## config.mk

```make
export PLATFORM = sky130hd
export DESIGN_NAME = fcd_decoder
export DESIGN_NICKNAME = d
export VERILOG_FILES = /design/src/logic/fcd_pkg.sv /design/src/logic/fcd_sync.sv /design/src/logic/fcd_decoder.sv
export SDC_FILE = /design/constraint.sdc
export NUM_CORES = 1
export LEC_CHECK = 0
export BUFFER_PORTS_ARGS = -buffer_cell sky130_fd_sc_hd__buf_4
export CAP_MARGIN = 25
export CORE_MARGIN = 4
export CORE_UTILIZATION = 61
export CTS_BUF_LIST = sky130_fd_sc_hd__clkbuf_16
export CTS_CLUSTER_DIAMETER = 30
export DETAILED_ROUTE_END_ITERATION = 8
export PLACE_DENSITY = 0.84
export SLEW_MARGIN = 20
export SYNTH_ARGS = -nofsm -noshare
export SYNTH_HDL_FRONTEND = slang
export SYNTH_SLANG_ARGS = --single-unit
```

## constraint.sdc

```tcl
create_clock -name MCLK -period 6.9 [get_ports MCLK]
set_input_delay 0.345 -clock MCLK [delete_from_list [all_inputs] [get_ports MCLK]]
set_output_delay 0.345 -clock MCLK [all_outputs]
set_load 0.02 [all_outputs]
```

## src/logic/fcd_pkg.sv

```systemverilog
// constants, types and operation summary for the flash command decoder
// Operation
// - address on strobe fall, data on rise
// - decode compares only address bits 11..0
// - read-array mode returns array data, bit 5 forced to 1 while the error flag is set
// - f0 write anywhere returns to read mode, or to bypass mode while bypass is set
// - id sequence aa@555, 55@aaa, 90@555, read
// - id read needs a6,a1,a0 = 0,0,1
// - protection read needs a6,a1,a0 = 0,1,0
// - protection read returns 01 or 00, or 21 or 20 while the error flag is set
// - erase sector chosen by active select
// - extra sector erase within 80 us joins
// - bypass program only inside bypass mode
// - bypass left only by bypass reset
// - suspend honoured only while erase runs
// - resume only honoured while suspended
// - reset leaves read-array mode
// - sequence cycles are writes unless read
// - error flag set on failure, reset clears, but an f0 reset in bypass mode leaves it set
package fcd_pkg;
    localparam int ADDR_W = 16;
    localparam int SECT_W = 12;
    localparam logic [11:0] ADR_555 = 12'h555;
    localparam logic [11:0] ADR_AAA = 12'haaa;
    localparam logic [7:0] DAT_UNLOCK1 = 8'haa;
    localparam logic [7:0] DAT_UNLOCK2 = 8'h55;
    localparam logic [7:0] CMD_ID = 8'h90;
    localparam logic [7:0] CMD_RESET = 8'hf0;
    localparam logic [7:0] CMD_PROGRAM = 8'ha0;
    localparam logic [7:0] CMD_ERASE_SETUP = 8'h80;
    localparam logic [7:0] CMD_SECTOR_ERASE = 8'h30;
    localparam logic [7:0] CMD_BULK_ERASE = 8'h10;
    localparam logic [7:0] CMD_BYPASS = 8'h20;
    localparam logic [7:0] CMD_BYPASS_RST = 8'h00;
    localparam logic [7:0] CMD_SUSPEND = 8'hb0;
    localparam logic [7:0] CMD_RESUME = 8'h30;
    localparam logic [7:0] PROT_YES = 8'h01;
    localparam logic [7:0] PROT_NO = 8'h00;
    localparam logic [2:0] SEL_ID = 3'b001;
    localparam logic [2:0] SEL_PROT = 3'b010;
    localparam int ERR_BIT = 5;
    localparam int CLK_MHZ = 100;
    localparam int ERASE_WIN_US = 80;
    localparam int ERASE_WIN_CYC = ERASE_WIN_US * CLK_MHZ;
    localparam int WIN_W = 14;

    typedef enum {
        FCD_READ, FCD_U1, FCD_U2, FCD_ID, FCD_PROG, FCD_E1, FCD_E2, FCD_E3,
        FCD_E4, FCD_ERASE, FCD_SUSP, FCD_BYP, FCD_BYP_PROG, FCD_BYP_RST
    } fcd_mode_t;

    typedef struct packed {
        logic [ADDR_W-1:0] addr;
        logic [SECT_W-1:0] sel;
        logic [7:0] data;
    } fcd_cycle_t;

    // one request to the array back end
    typedef struct packed {
        logic prog;
        logic erase;
        logic bulk;
        logic [SECT_W-1:0] sectors;
        logic [ADDR_W-1:0] addr;
        logic [7:0] data;
    } fcd_req_t;
endpackage

```

## src/logic/fcd_sync.sv

```systemverilog
// two-stage synchroniser for a bus of pin inputs
`timescale 1ns/1ps
module fcd_sync #(
    parameter int W = 1
) (
    input wire logic clk,
    input wire logic rst,
    input wire logic [W-1:0] d,
    output logic [W-1:0] q
);
    typedef struct packed {
        logic [W-1:0] s1;
        logic [W-1:0] s2;
    } fcd_sync_st_t;
    fcd_sync_st_t st_q;
    fcd_sync_st_t st_d;

    always_comb begin
        st_d.s1 = d;
        st_d.s2 = st_q.s1;
    end

    always_ff @(posedge clk) begin
        if (rst) begin
            st_q <= '0;
        end else begin
            st_q <= st_d;
        end
    end

    assign q = st_q.s2;
endmodule

```

## src/logic/fcd_decoder.sv

```systemverilog
// bus-cycle instruction decoder and read-mode control for the flash array
`timescale 1ns/1ps
module fcd_decoder #(
    parameter int ERASE_WIN = fcd_pkg::ERASE_WIN_CYC,
    parameter logic [7:0] ID_CODE = 8'h5a // arbitrary identifier value
) (
    input wire logic MCLK,
    input wire logic SRST,
    input wire logic WR_N,
    input wire logic RD_N,
    input wire logic [fcd_pkg::ADDR_W-1:0] ADDR,
    input wire logic [7:0] DATA_IN,
    input wire logic [7:0] MAIN_SECTOR_SELECT,
    input wire logic [3:0] SECONDARY_SECTOR_SELECT,
    input wire logic [7:0] ARRAY_DATA,
    input wire logic [fcd_pkg::SECT_W-1:0] PROTECTED,
    input wire logic OP_DONE,
    input wire logic OP_FAIL,
    output fcd_pkg::fcd_req_t REQ,
    output logic REQ_VALID,
    output logic ERASE_GO,
    output logic SUSPEND,
    output logic [7:0] RD_DATA,
    output logic ERROR_FLAG_BIT,
    output logic BYPASS_MODE,
    output logic READ_ARRAY
);
    localparam int SW = fcd_pkg::SECT_W;
    localparam logic [fcd_pkg::WIN_W-1:0] WIN_LAST = fcd_pkg::WIN_W'(ERASE_WIN - 1);

    typedef struct packed {
        fcd_pkg::fcd_mode_t mode;
        logic wr_q;
        logic rd_q;
        fcd_pkg::fcd_cycle_t cyc;
        fcd_pkg::fcd_req_t req;
        logic req_v;
        logic erase_go;
        logic erase_run;
        logic win_open;
        logic [fcd_pkg::WIN_W-1:0] win_cnt;
        logic err;
        logic bypass;
        logic [7:0] rdata;
        logic susp_o;
        logic read_o;
    } fcd_st_t;

    fcd_st_t st_q;
    fcd_st_t st_d;

    logic [1+1+fcd_pkg::ADDR_W+8+SW-1:0] pins_raw;
    logic [1+1+fcd_pkg::ADDR_W+8+SW-1:0] pins;
    logic wr_n_s;
    logic rd_n_s;
    logic wr_on_s;
    logic rd_on_s;
    logic [fcd_pkg::ADDR_W-1:0] addr_s;
    logic [7:0] data_s;
    logic [SW-1:0] sel_s;

    // strobes enter active high so a cleared synchroniser reads as idle
    assign pins_raw = {~WR_N, ~RD_N, ADDR, DATA_IN,
                       SECONDARY_SECTOR_SELECT, MAIN_SECTOR_SELECT};

    ////////////////////////////////////////////////////////////////////////////
    fcd_sync #(
        .W($bits(pins_raw))
    ) u_sync (
        .clk(MCLK),
        .rst(SRST),
        .d(pins_raw),
        .q(pins)
    );

    assign {wr_on_s, rd_on_s, addr_s, data_s, sel_s} = pins;
    assign wr_n_s = ~wr_on_s;
    assign rd_n_s = ~rd_on_s;

    // only the low twelve address bits take part in decode
    function automatic logic hit(input logic [fcd_pkg::ADDR_W-1:0] a, input logic [11:0] ref_a,
                                 input logic [7:0] d, input logic [7:0] ref_d);
        hit = (a[11:0] == ref_a) && (d == ref_d);
    endfunction

    function automatic logic [2:0] bits610(input logic [fcd_pkg::ADDR_W-1:0] a);
        bits610 = {a[6], a[1], a[0]};
    endfunction

    ////////////////////////////////////////////////////////////////////////////
    logic wr_fall;
    logic wr_rise;
    logic rd_fall;
    fcd_pkg::fcd_cycle_t c;

    assign wr_fall = st_q.wr_q & ~wr_n_s;
    assign wr_rise = ~st_q.wr_q & wr_n_s;
    assign rd_fall = st_q.rd_q & ~rd_n_s;

    always_comb begin
        st_d = st_q;
        st_d.wr_q = wr_n_s;
        st_d.rd_q = rd_n_s;
        st_d.req_v = 1'b0;
        st_d.erase_go = 1'b0;
        c = st_q.cyc;
        c.data = data_s;
        if (wr_fall) begin
            st_d.cyc.addr = addr_s;
            st_d.cyc.sel = sel_s;
        end
        if (OP_DONE) begin
            st_d.erase_run = 1'b0;
        end
        // erase window: further sector erase must land before it closes
        if (st_q.win_open) begin
            if (st_q.win_cnt == WIN_LAST) begin
                st_d.win_open = 1'b0;
                st_d.erase_go = 1'b1;
                st_d.erase_run = 1'b1;
            end else begin
                st_d.win_cnt = st_q.win_cnt + 1'b1;
            end
        end
        // every sequence step is taken on the write-strobe rising edge
        if (wr_rise) begin
            st_d.cyc.data = data_s;
            st_d.mode = fcd_pkg::FCD_READ;
            if (hit(c.addr, 12'h000, c.data, fcd_pkg::CMD_RESET) || c.data == fcd_pkg::CMD_RESET)
            begin
                if (!st_q.bypass) begin
                    st_d.err = 1'b0;
                end
                st_d.mode = st_q.bypass ? fcd_pkg::FCD_BYP : fcd_pkg::FCD_READ;
            end else begin
                case (st_q.mode)
                    fcd_pkg::FCD_READ, fcd_pkg::FCD_SUSP, fcd_pkg::FCD_ERASE: begin
                        if (hit(c.addr, fcd_pkg::ADR_555, c.data, fcd_pkg::DAT_UNLOCK1)) begin
                            st_d.mode = fcd_pkg::FCD_U1;
                        end else if (c.data == fcd_pkg::CMD_SUSPEND && st_q.erase_run
                                     && !st_q.win_open) begin
                            st_d.mode = fcd_pkg::FCD_SUSP;
                        end else if (c.data == fcd_pkg::CMD_RESUME
                                     && st_q.mode == fcd_pkg::FCD_SUSP) begin
                            st_d.mode = fcd_pkg::FCD_ERASE;
                        end else if (st_q.mode == fcd_pkg::FCD_SUSP) begin
                            st_d.mode = fcd_pkg::FCD_SUSP;
                        end else if (st_q.erase_run) begin
                            st_d.mode = fcd_pkg::FCD_ERASE;
                        end
                    end
                    fcd_pkg::FCD_U1: begin
                        if (hit(c.addr, fcd_pkg::ADR_AAA, c.data, fcd_pkg::DAT_UNLOCK2)) begin
                            st_d.mode = fcd_pkg::FCD_U2;
                        end
                    end
                    fcd_pkg::FCD_U2: begin
                        if (hit(c.addr, fcd_pkg::ADR_555, c.data, fcd_pkg::CMD_ID)) begin
                            st_d.mode = fcd_pkg::FCD_ID;
                        end else if (hit(c.addr, fcd_pkg::ADR_555, c.data,
                                         fcd_pkg::CMD_PROGRAM)) begin
                            st_d.mode = fcd_pkg::FCD_PROG;
                        end else if (hit(c.addr, fcd_pkg::ADR_555, c.data,
                                         fcd_pkg::CMD_BYPASS) && !st_q.erase_run) begin
                            st_d.mode = fcd_pkg::FCD_BYP;
                            st_d.bypass = 1'b1;
                        end else if (hit(c.addr, fcd_pkg::ADR_555, c.data,
                                         fcd_pkg::CMD_ERASE_SETUP) && !st_q.erase_run) begin
                            st_d.mode = fcd_pkg::FCD_E1;
                        end
                    end
                    fcd_pkg::FCD_ID: begin
                        st_d.mode = fcd_pkg::FCD_ID;
                    end
                    fcd_pkg::FCD_PROG, fcd_pkg::FCD_BYP_PROG: begin
                        // program target must not be the sector under erase
                        if (!(st_q.erase_run && |(c.sel & st_q.req.sectors))) begin
                            st_d.req.prog = 1'b1;
                            st_d.req.erase = 1'b0;
                            st_d.req.addr = c.addr;
                            st_d.req.data = c.data;
                            st_d.req_v = 1'b1;
                        end
                        st_d.mode = st_q.bypass ? fcd_pkg::FCD_BYP
                                  : (st_q.erase_run ? fcd_pkg::FCD_SUSP : fcd_pkg::FCD_READ);
                    end
                    fcd_pkg::FCD_E1: begin
                        if (hit(c.addr, fcd_pkg::ADR_555, c.data, fcd_pkg::DAT_UNLOCK1)) begin
                            st_d.mode = fcd_pkg::FCD_E2;
                        end
                    end
                    fcd_pkg::FCD_E2: begin
                        if (hit(c.addr, fcd_pkg::ADR_AAA, c.data, fcd_pkg::DAT_UNLOCK2)) begin
                            st_d.mode = fcd_pkg::FCD_E3;
                        end
                    end
                    fcd_pkg::FCD_E3, fcd_pkg::FCD_E4: begin
                        if (c.data == fcd_pkg::CMD_SECTOR_ERASE) begin
                            st_d.req.sectors = (st_q.mode == fcd_pkg::FCD_E4)
                                             ? (st_q.req.sectors | c.sel) : c.sel;
                            st_d.req.erase = 1'b1;
                            st_d.req.prog = 1'b0;
                            st_d.req.bulk = 1'b0;
                            st_d.win_open = 1'b1;
                            st_d.win_cnt = '0;
                            st_d.mode = fcd_pkg::FCD_E4;
                        end else if (st_q.mode == fcd_pkg::FCD_E3
                                     && hit(c.addr, fcd_pkg::ADR_555, c.data,
                                            fcd_pkg::CMD_BULK_ERASE)) begin
                            st_d.req.sectors = '1;
                            st_d.req.erase = 1'b1;
                            st_d.req.prog = 1'b0;
                            st_d.req.bulk = 1'b1;
                            st_d.req_v = 1'b1;
                            st_d.erase_run = 1'b1;
                            st_d.mode = fcd_pkg::FCD_ERASE;
                        end else if (st_q.mode == fcd_pkg::FCD_E4) begin
                            st_d.mode = fcd_pkg::FCD_E4;
                        end
                    end
                    fcd_pkg::FCD_BYP: begin
                        // bypass is left only by the bypass reset pair
                        st_d.mode = fcd_pkg::FCD_BYP;
                        if (c.data == fcd_pkg::CMD_PROGRAM) begin
                            st_d.mode = fcd_pkg::FCD_BYP_PROG;
                        end else if (c.data == fcd_pkg::CMD_ID) begin
                            st_d.mode = fcd_pkg::FCD_BYP_RST;
                        end
                    end
                    fcd_pkg::FCD_BYP_RST: begin
                        st_d.mode = fcd_pkg::FCD_BYP;
                        if (c.data == fcd_pkg::CMD_BYPASS_RST) begin
                            st_d.mode = fcd_pkg::FCD_READ;
                            st_d.bypass = 1'b0;
                        end
                    end
                    default: begin
                        st_d.mode = fcd_pkg::FCD_READ;
                    end
                endcase
            end
        end
        // error flag: a failure in the same cycle as a reset instruction wins
        if (OP_FAIL) begin
            st_d.err = 1'b1;
        end
        // while the erase window counts, the mode stays in sector-erase entry unless an f0 reset is written
        if (st_q.mode == fcd_pkg::FCD_E4 && st_q.win_open && st_q.win_cnt == WIN_LAST) begin
            st_d.mode = fcd_pkg::FCD_ERASE;
            st_d.req_v = 1'b1;
        end
        // read data mux: array, identifier or protection status
        if (rd_fall) begin
            st_d.rdata = ARRAY_DATA;
            if (st_q.mode == fcd_pkg::FCD_ID) begin
                if (bits610(addr_s) == fcd_pkg::SEL_ID && |sel_s[7:0]) begin
                    st_d.rdata = ID_CODE;
                end else if (bits610(addr_s) == fcd_pkg::SEL_PROT) begin
                    st_d.rdata = |(sel_s & PROTECTED) ? fcd_pkg::PROT_YES
                                                      : fcd_pkg::PROT_NO;
                end
            end
            st_d.rdata[fcd_pkg::ERR_BIT] = st_q.err ? 1'b1 : st_d.rdata[fcd_pkg::ERR_BIT];
        end
        // mode flags registered so the outputs come straight from flops
        st_d.susp_o = (st_d.mode == fcd_pkg::FCD_SUSP);
        st_d.read_o = (st_d.mode == fcd_pkg::FCD_READ);
    end

    ////////////////////////////////////////////////////////////////////////////
    always_ff @(posedge MCLK) begin
        if (SRST) begin
            st_q <= '0;
            st_q.mode <= fcd_pkg::FCD_READ;
            st_q.wr_q <= 1'b1;
            st_q.rd_q <= 1'b1;
            st_q.read_o <= 1'b1;
        end else begin
            st_q <= st_d;
        end
    end

    assign REQ = st_q.req;
    assign REQ_VALID = st_q.req_v;
    assign ERASE_GO = st_q.erase_go;
    assign SUSPEND = st_q.susp_o;
    assign RD_DATA = st_q.rdata;
    assign ERROR_FLAG_BIT = st_q.err;
    assign BYPASS_MODE = st_q.bypass;
    assign READ_ARRAY = st_q.read_o;
endmodule

```

== Word level (Yosys, flattened, before mapping) ==
Cells that the tools add are included.
Storage, ports and cells
  flip-flop bits (word level): 207
  input bits: 62
  output and inout port bits: 53
  logic and storage cells: 181
Cells by class
  add/subtract/negate cells: 1
  equal/unequal tests: 40
  muxes and demuxes: 61
  bitwise logic cells: 14
  reductions and logical operators: 42
Operators by type and width (number)
  $pmux W32 S10: 1
  $eq A32 B4 Y1 const B: 7
  $eq A32 B3 Y1 const B: 5
  $mux W32: 5
  $eq A32 B5 Y1 const B: 3
  $eq A32 B2 Y1 const B: 2
  $logic_not A32 Y1: 2
  $mux W4: 13
  $eq A8 B8 Y1 const B: 6
  $mux W16: 3
  $mux W15: 3
  $eq A32 B1 Y1 const B: 1
  $and A12 B12 Y12: 2
  $mux W8: 3
  $reduce_or A12 Y1: 2
  $mux W1: 19
  $logic_and A1 B1 Y1: 18
  $mux W18: 1
  $mux W3: 6
  $eq A8 B6 Y1 const B: 2
  $add A14 B1 Y14 const B: 1
  $eq A14 B13 Y1 const B: 1
  $mux W14: 1
  $eq A12 B11 Y1 const B: 1
  26 further kinds: 50

== Depth between registers and ports, before layout ==
  word-level depth: 12
  gate-level depth with buffers: 9
  depth with buffers taken out: 8

== Cells and area by module ==
Synthesis repeated with hierarchy kept, for this count alone.
Second synthesis, totals
  cells, all modules: 894
  area, all modules: 8282.9 µm²
By module, submodules not included
  fcd_decoder: times used 1, cells each 734, area an instance 6218.5 µm², seq. area each 2622.5 µm²
  fcd_sync: times used 1, cells each 160, area an instance 2064.5 µm², seq. area each 1521.5 µm²

== Least setup slack after synthesis ==
No wires, ideal clock.
  path kind: register to register
  start: register u_sync.st_q (netlist bit u_sync.q[12])
  end: register st_q (netlist bit SUSPEND)
  arrival: 2278 ps
  data required time: 6839 ps
  slack: 4561 ps
  stages on the path, launching flop included: 9
  cell sequence: dfxtp_1 > or4_4 > buf_6 > or4_4 > nor3_2 > nor3_1 > a31oi_1 > a2bb2oi_2 > and4bb_1
Between the ends
  word-level cells in the longest chain between the ends: 12
  elaborated cells on any way between the ends: 46
  classes of those cells: 11 x eq/ne; 19 x mux; 16 x reduce/logical
Ends and longest elaborated chain
  start: declaration: RTL line fcd_sync.sv:15  | fcd_sync_st_t st_q;
  start signal: assignment: RTL line fcd_sync.sv:27  | st_q <= st_d;
  $eq A8 B8 Y1: RTL line fcd_decoder.sv:83  | hit = (a[11:0] == ref_a) && (d == ref_d);
  $logic_and A1 B1 Y1: RTL line fcd_decoder.sv:83
  $logic_and A1 B1 Y1: RTL line fcd_decoder.sv:168  | fcd_pkg::CMD_ERASE_SETUP) && !st_q.erase_run) begin
  $mux W3: RTL line fcd_decoder.sv:167  | end else if (hit(c.addr, fcd_pkg::ADR_555, c.data,
  $mux W4: RTL line fcd_decoder.sv:163  | end else if (hit(c.addr, fcd_pkg::ADR_555, c.data,
  $mux W4: RTL line fcd_decoder.sv:160  | end else if (hit(c.addr, fcd_pkg::ADR_555, c.data,
  $mux W4: RTL line fcd_decoder.sv:158  | if (hit(c.addr, fcd_pkg::ADR_555, c.data, fcd_pkg::CMD_ID)) begin
  $pmux W32 S10: RTL line fcd_decoder.sv:136  | case (st_q.mode)
  $mux W32 *: RTL line fcd_decoder.sv:129  | if (hit(c.addr, 12'h000, c.data, fcd_pkg::CMD_RESET) || c.data == fcd_pkg::CMD_RESET)
  $mux W32 *: RTL line fcd_decoder.sv:126  | if (wr_rise) begin
  $mux W32 *: RTL line fcd_decoder.sv:248  | if (st_q.mode == fcd_pkg::FCD_E4 && st_q.win_open && st_q.win_cnt == WIN_LAST) begin
  $eq A32 B5 Y1 *: RTL line fcd_decoder.sv:266  | st_d.susp_o = (st_d.mode == fcd_pkg::FCD_SUSP);
  end signal: assignment: RTL line fcd_decoder.sv:279  | st_q <= st_d;
  end: declaration: RTL line fcd_decoder.sv:49  | fcd_st_t st_q;
Every way passes the cells marked *; elsewhere a longest branch is shown, timed or not.
A chain may end at the register's enable or synchronous reset.

== Worst setup path in the final report ==
  start: register st_q[112] (netlist name)
  end: register st_q (netlist bit REQ[23])
Between the ends
  word-level cells in the longest chain between the ends: 3
  elaborated cells on any way between the ends: 4
  classes of those cells: 2 x eq/ne; 2 x reduce/logical
Ends and longest elaborated chain (RTL line)
  $eq A32 B3 Y1 or $eq A32 B4 Y1 (tied branches): fcd_decoder.sv:136
  $reduce_or A2 Y1 *: fcd_decoder.sv:136
  $reduce_and A4 Y1 (no source line) *
Marked as above.

==> load_flow_metrics.sql <==
INSERT INTO impl_metrics (metric_group, metric, value, unit) VALUES
('clock_network', 'cts.htree.levels', '2', ''),
('synth', 'netlist-cell-type-count', '70', ''),
('setup_path', 'criticalPathCategory', 'reg -> reg', ''),
('grt', 'grt_overflow_total', '0', ''),
('final_layout', 'final_nets', '989', ''),
('drt', 'avgViaCountPerCell', '5.45', ''),
('synth', 'mapped_nets', '923', ''),
('grt', 'grt_usage', '0.238', ''),
('hold_path', 'worst_hold_startpoint', 'ADDR[8]', ''),
('hold_path', 'min_path_type', 'in -> reg', ''),
('power', 'cellPowerDensity', '321', 'nW/um2'),
('setup_path', 'critPathCaptureType', 'flip-flop', ''),
('floorplanning', 'core', '12700', 'um2'),
('setup_path', 'worstPathArrival', '3.47', 'ns'),
('floorplanning', 'placement_rows', '41', ''),
('drt', 'vias', '6128', ''),
('timing', 'slew-limit-headroom', '0.363', ''),
('floorplanning', 'dieWidth', '122', 'um'),
('drt', 'drc_errors', '0', ''),
('grt', 'grt_antenna_before_repair', '0', ''),
('placement', 'detailedPlace.worstSlack', '3.89', 'ns'),
('timing', 'grt_setup_unrepaired', 'false', ''),
('timing', 'setup_tns', '0', 'ns'),
('setup_path', 'critPathLaunch', 'st_q[112]$_SDFF_PP0_', ''),
('timing', 'final-setup-viol-count', '0', ''),
('placement', 'dpl.hpwl', '11200', 'um'),
('final_layout', 'post-route-util', '0.769', ''),
('power', 'static_power_due_to_leakage', '4.10', 'nW'),
('synth', 'synth_async_sr_flop_share', '0', ''),
('floorplanning', 'die_area', '14900', 'um2'),
('setup_path', 'worst_setup_path_start_kind', 'flip-flop', ''),
('clock_network', 'cts_num_sinks', '207', ''),
('clock_network', 'clock_insertion_delay_worst_skew', '0.51', 'ns'),
('drt', 'drtPass1Iterations', '5', ''),
('floorplanning', 'initial_core_utilization', '0.628', ''),
('synth', 'syn_area_per_cell', '9.25', 'um2'),
('timing', 'min_period_over_period', '0.452', ''),
('synth', 'netlist_area', '7950', 'um2'),
('final_layout', 'diodes', '0', ''),
('setup_path', 'timing.critical_path.required', '7.25', 'ns'),
('synth', 'synth_flop_cell', 'dfxtp_1', ''),
('synth', 'ys_seq_area_frac', '0.521', ''),
('timing', 'report.final.slew_viol_count', '0', ''),
('timing', 'timing.hold.ws', '0.0497', 'ns'),
('timing', 'slew_at_the_pin_closest_to_its_max_slew_limit', '0.955', 'ns'),
('synth', 'synthesis.instances', '860', ''),
('final_layout', 'area_growth', '22.5', '%'),
('outcome', 'status', 'finished clean', ''),
('floorplanning', 'ioPinCount', '115', ''),
('clock_network', 'numCtsBuffers', '36', ''),
('placement', 'globalplace.congestion', '0.898', ''),
('clock_network', 'cts_tree', 'done', ''),
('setup_path', 'cp_peak_stage_delay', '0.77', 'ns'),
('timing', 'clock.fmax', '320', 'MHz'),
('timing', 'timing.clock.skew', '0.0379', 'ns'),
('drt', 'ant_nets', '0', ''),
('final_layout', 'drive_above_1_share', '0.210', ''),
('clock_network', 'ctsLongestPathBuffers', '3', ''),
('timing', 'finalHoldViolCount', '0', ''),
('setup_path', 'worst_r2r_startpoint', 'st_q[112]$_SDFF_PP0_', ''),
('placement', 'port_buffers', '114', ''),
('floorplanning', 'die-height', '122', 'um'),
('clock_network', 'clk_root_buffer_cell', 'clkbuf_16', ''),
('setup_path', 'timing.critical_path.fanout_max', '24', ''),
('drt', 'drt-total-wl', '17500', 'um'),
('setup_path', 'timing.critical_path.slowest_stage_cell', 'nand3_2', ''),
('drt', 'detail_routed_net_length_per_standard_cell', '15.6', 'um'),
('drt', 'drtIter0Drc', '407', ''),
('synth', 'synth_edf_count', '0', ''),
('power', 'vdd_ir_drop_max', '0.282', 'mV'),
('final_layout', 'fillCellCount', '863', ''),
('grt', 'grt_pass1_vias', '5878', ''),
('synth', 'yosys_warnings', '0', ''),
('synth', 'synth_seq_cells', '207', ''),
('clock_network', 'clk_pin_slew_worst_paths', '0.05', 'ns'),
('timing', 'fin_worst_setup_slack', '3.78', 'ns'),
('flow_run', 'maxCapViolations', '0', ''),
('setup_path', 'cp_cell_sequence', 'nor4_1 > nand4_1 > or2_2 > nor3_1 > nand3_2 > mux2i_1 > nor2_1', ''),
('grt', 'wire_length_of_the_first_global_routing_pass', '28800', 'um'),
('timing', 'min_period', '3.12', 'ns'),
('grt', 'grt_max_degree', '101', '');
==> routing by layer <==
metal	GRT usage	up-vias	routed length [um]
met5	0	-	0
met4	0.103	0	477
met3	0.0432	36	1020
met2	0.392	200	8480
met1	0.309	2840	7530
li1	-	3052	-
==> critical path: cells and delay by family, from the launching register on <==
family / cells / cell delay, ns
DFF: 1 / 0.31
and+or+nand+nor: 6 / 2.23
muxes: 1 / 0.44
==> report_power, final <==
part	switching, mW	leakage (nW)	internal (mW)
sequential	0.0162	1.69	1.22
combinational	0.0548	1.82	0.0525
clock	0.618	0.598	1.16
==> cell usage after synthesis (all sizes together), types with 2 or more instances <==
cell	number	area, um2
dfxtp	207	4140
nand2	104	390
nor2b	78	488
a21oi	68	340
nor2	62	240
buf	51	379
clkbuf	40	181
and3	31	194
o21ai	29	145
mux2i	24	240
nand3	22	115
nor3	13	70.1
nor4	13	81.3
nand4	9	56.3
inv	8	30.0
or2	7	43.8
xnor2	7	61.3
a221oi	6	52.6
a22o	6	52.6
a31oi	6	37.5
a211oi	5	37.5
and2	5	31.3
xor2	5	43.8
o21a	4	30.0
or3	4	26.3
or4	4	41.3
and4bb	3	37.5
nand2b	3	18.8
nor4bb	3	30.0
a2111oi	2	17.5
a311oi	2	17.5
a32oi	2	17.5
and4b	2	21.3
nand3b	2	15.0
o211a	2	20.0
o31a	2	18.8
==> worst paths after layout <==
kind | end | slack [ns] | cells past startpoint
worst max register to register | REQ[23]$_SDFFE_PP0P_ | 3.78 | 7
worst max-delay path | REQ[23]$_SDFFE_PP0P_ | 3.78 | 7
worst min register to register | st_q[105]$_SDFF_PP1_ | 0.39 | 1
worst min-delay path | u_sync.st_d[28]$_SDFF_PP0_ | 0.05 | 2
==> layout make-up <==
| cell class | instances | area, um2 | share of cell area |
|---|---|---|---|
| Clock inverter | 29 | 338 | 0.0347 |
| Timing Repair Buffer | 120 | 906 | 0.0930 |
| Tap cell | 172 | 215 | 0.0221 |
| Sequential cell | 207 | 4140 | 0.425 |
| Multi-Input combinational cell | 553 | 3210 | 0.329 |
| Clock buffer | 36 | 901 | 0.0925 |
| Inverter | 8 | 30.0 | 0.00308 |
==> cell families (layout without fill, tap and decap cells) <==
family	Yosys count	in the layout	synth area share
xor+xnor	12	12	0.0132
simple gates	371	371	0.246
buf+inv	100	193	0.0757
flops	207	207	0.521
fa+ha+maj	1	1	0.00157
mux	24	24	0.0302
compound gates	145	145	0.112
==> flip-flops by register name (all words and copies together) (netlist names) <==
register and cells:
REQ 39, SUSPEND 1, st_q 50, c 28, REQ_VALID 1, ERASE_GO 1, u_sync.q 38, u_sync.st_d 38
BYPASS_MODE 1, RD_DATA 8, READ_ARRAY 1, ERROR_FLAG_BIT 1
==> placed cells by master, fill, tap and decap left out, types with 6 or more instances in the layout <==
cell and instances:
a31oi_1 6, nand4_1 9, nor2b_1 78, nor3_1 12, nand3_1 21, nand2_1 104
and3_1 31, o21ai_0 28, inv_6 8, nor4_1 13, clkbuf_16 36, a22o_1 6
nor2_1 61, dfxtp_1 207, inv_1 10, or2_2 6, a221oi_1 6, mux2i_1 24
xnor2_1 7, a21oi_1 68, buf_4 118
==> per-stage QoR <==
stage	area (um2)	std cells	power (mW)
final	9740	1125	3.13
after global routing	9740	1125	3.22
after CTS	9730	1124	3.15
after detailed placement	8480	1058	1.37
after global placement	8480	1058	1.37
after floorplan	7950	860	1.33
==> timing repair <==
item,CTS,global route
hold buffers,1,1
setup buffers,0,0
endpoints found under the setup margin,0,0
endpoints found under the hold margin,1,1
gates resized for setup,0,0
(Power assumes the default switching activity.)
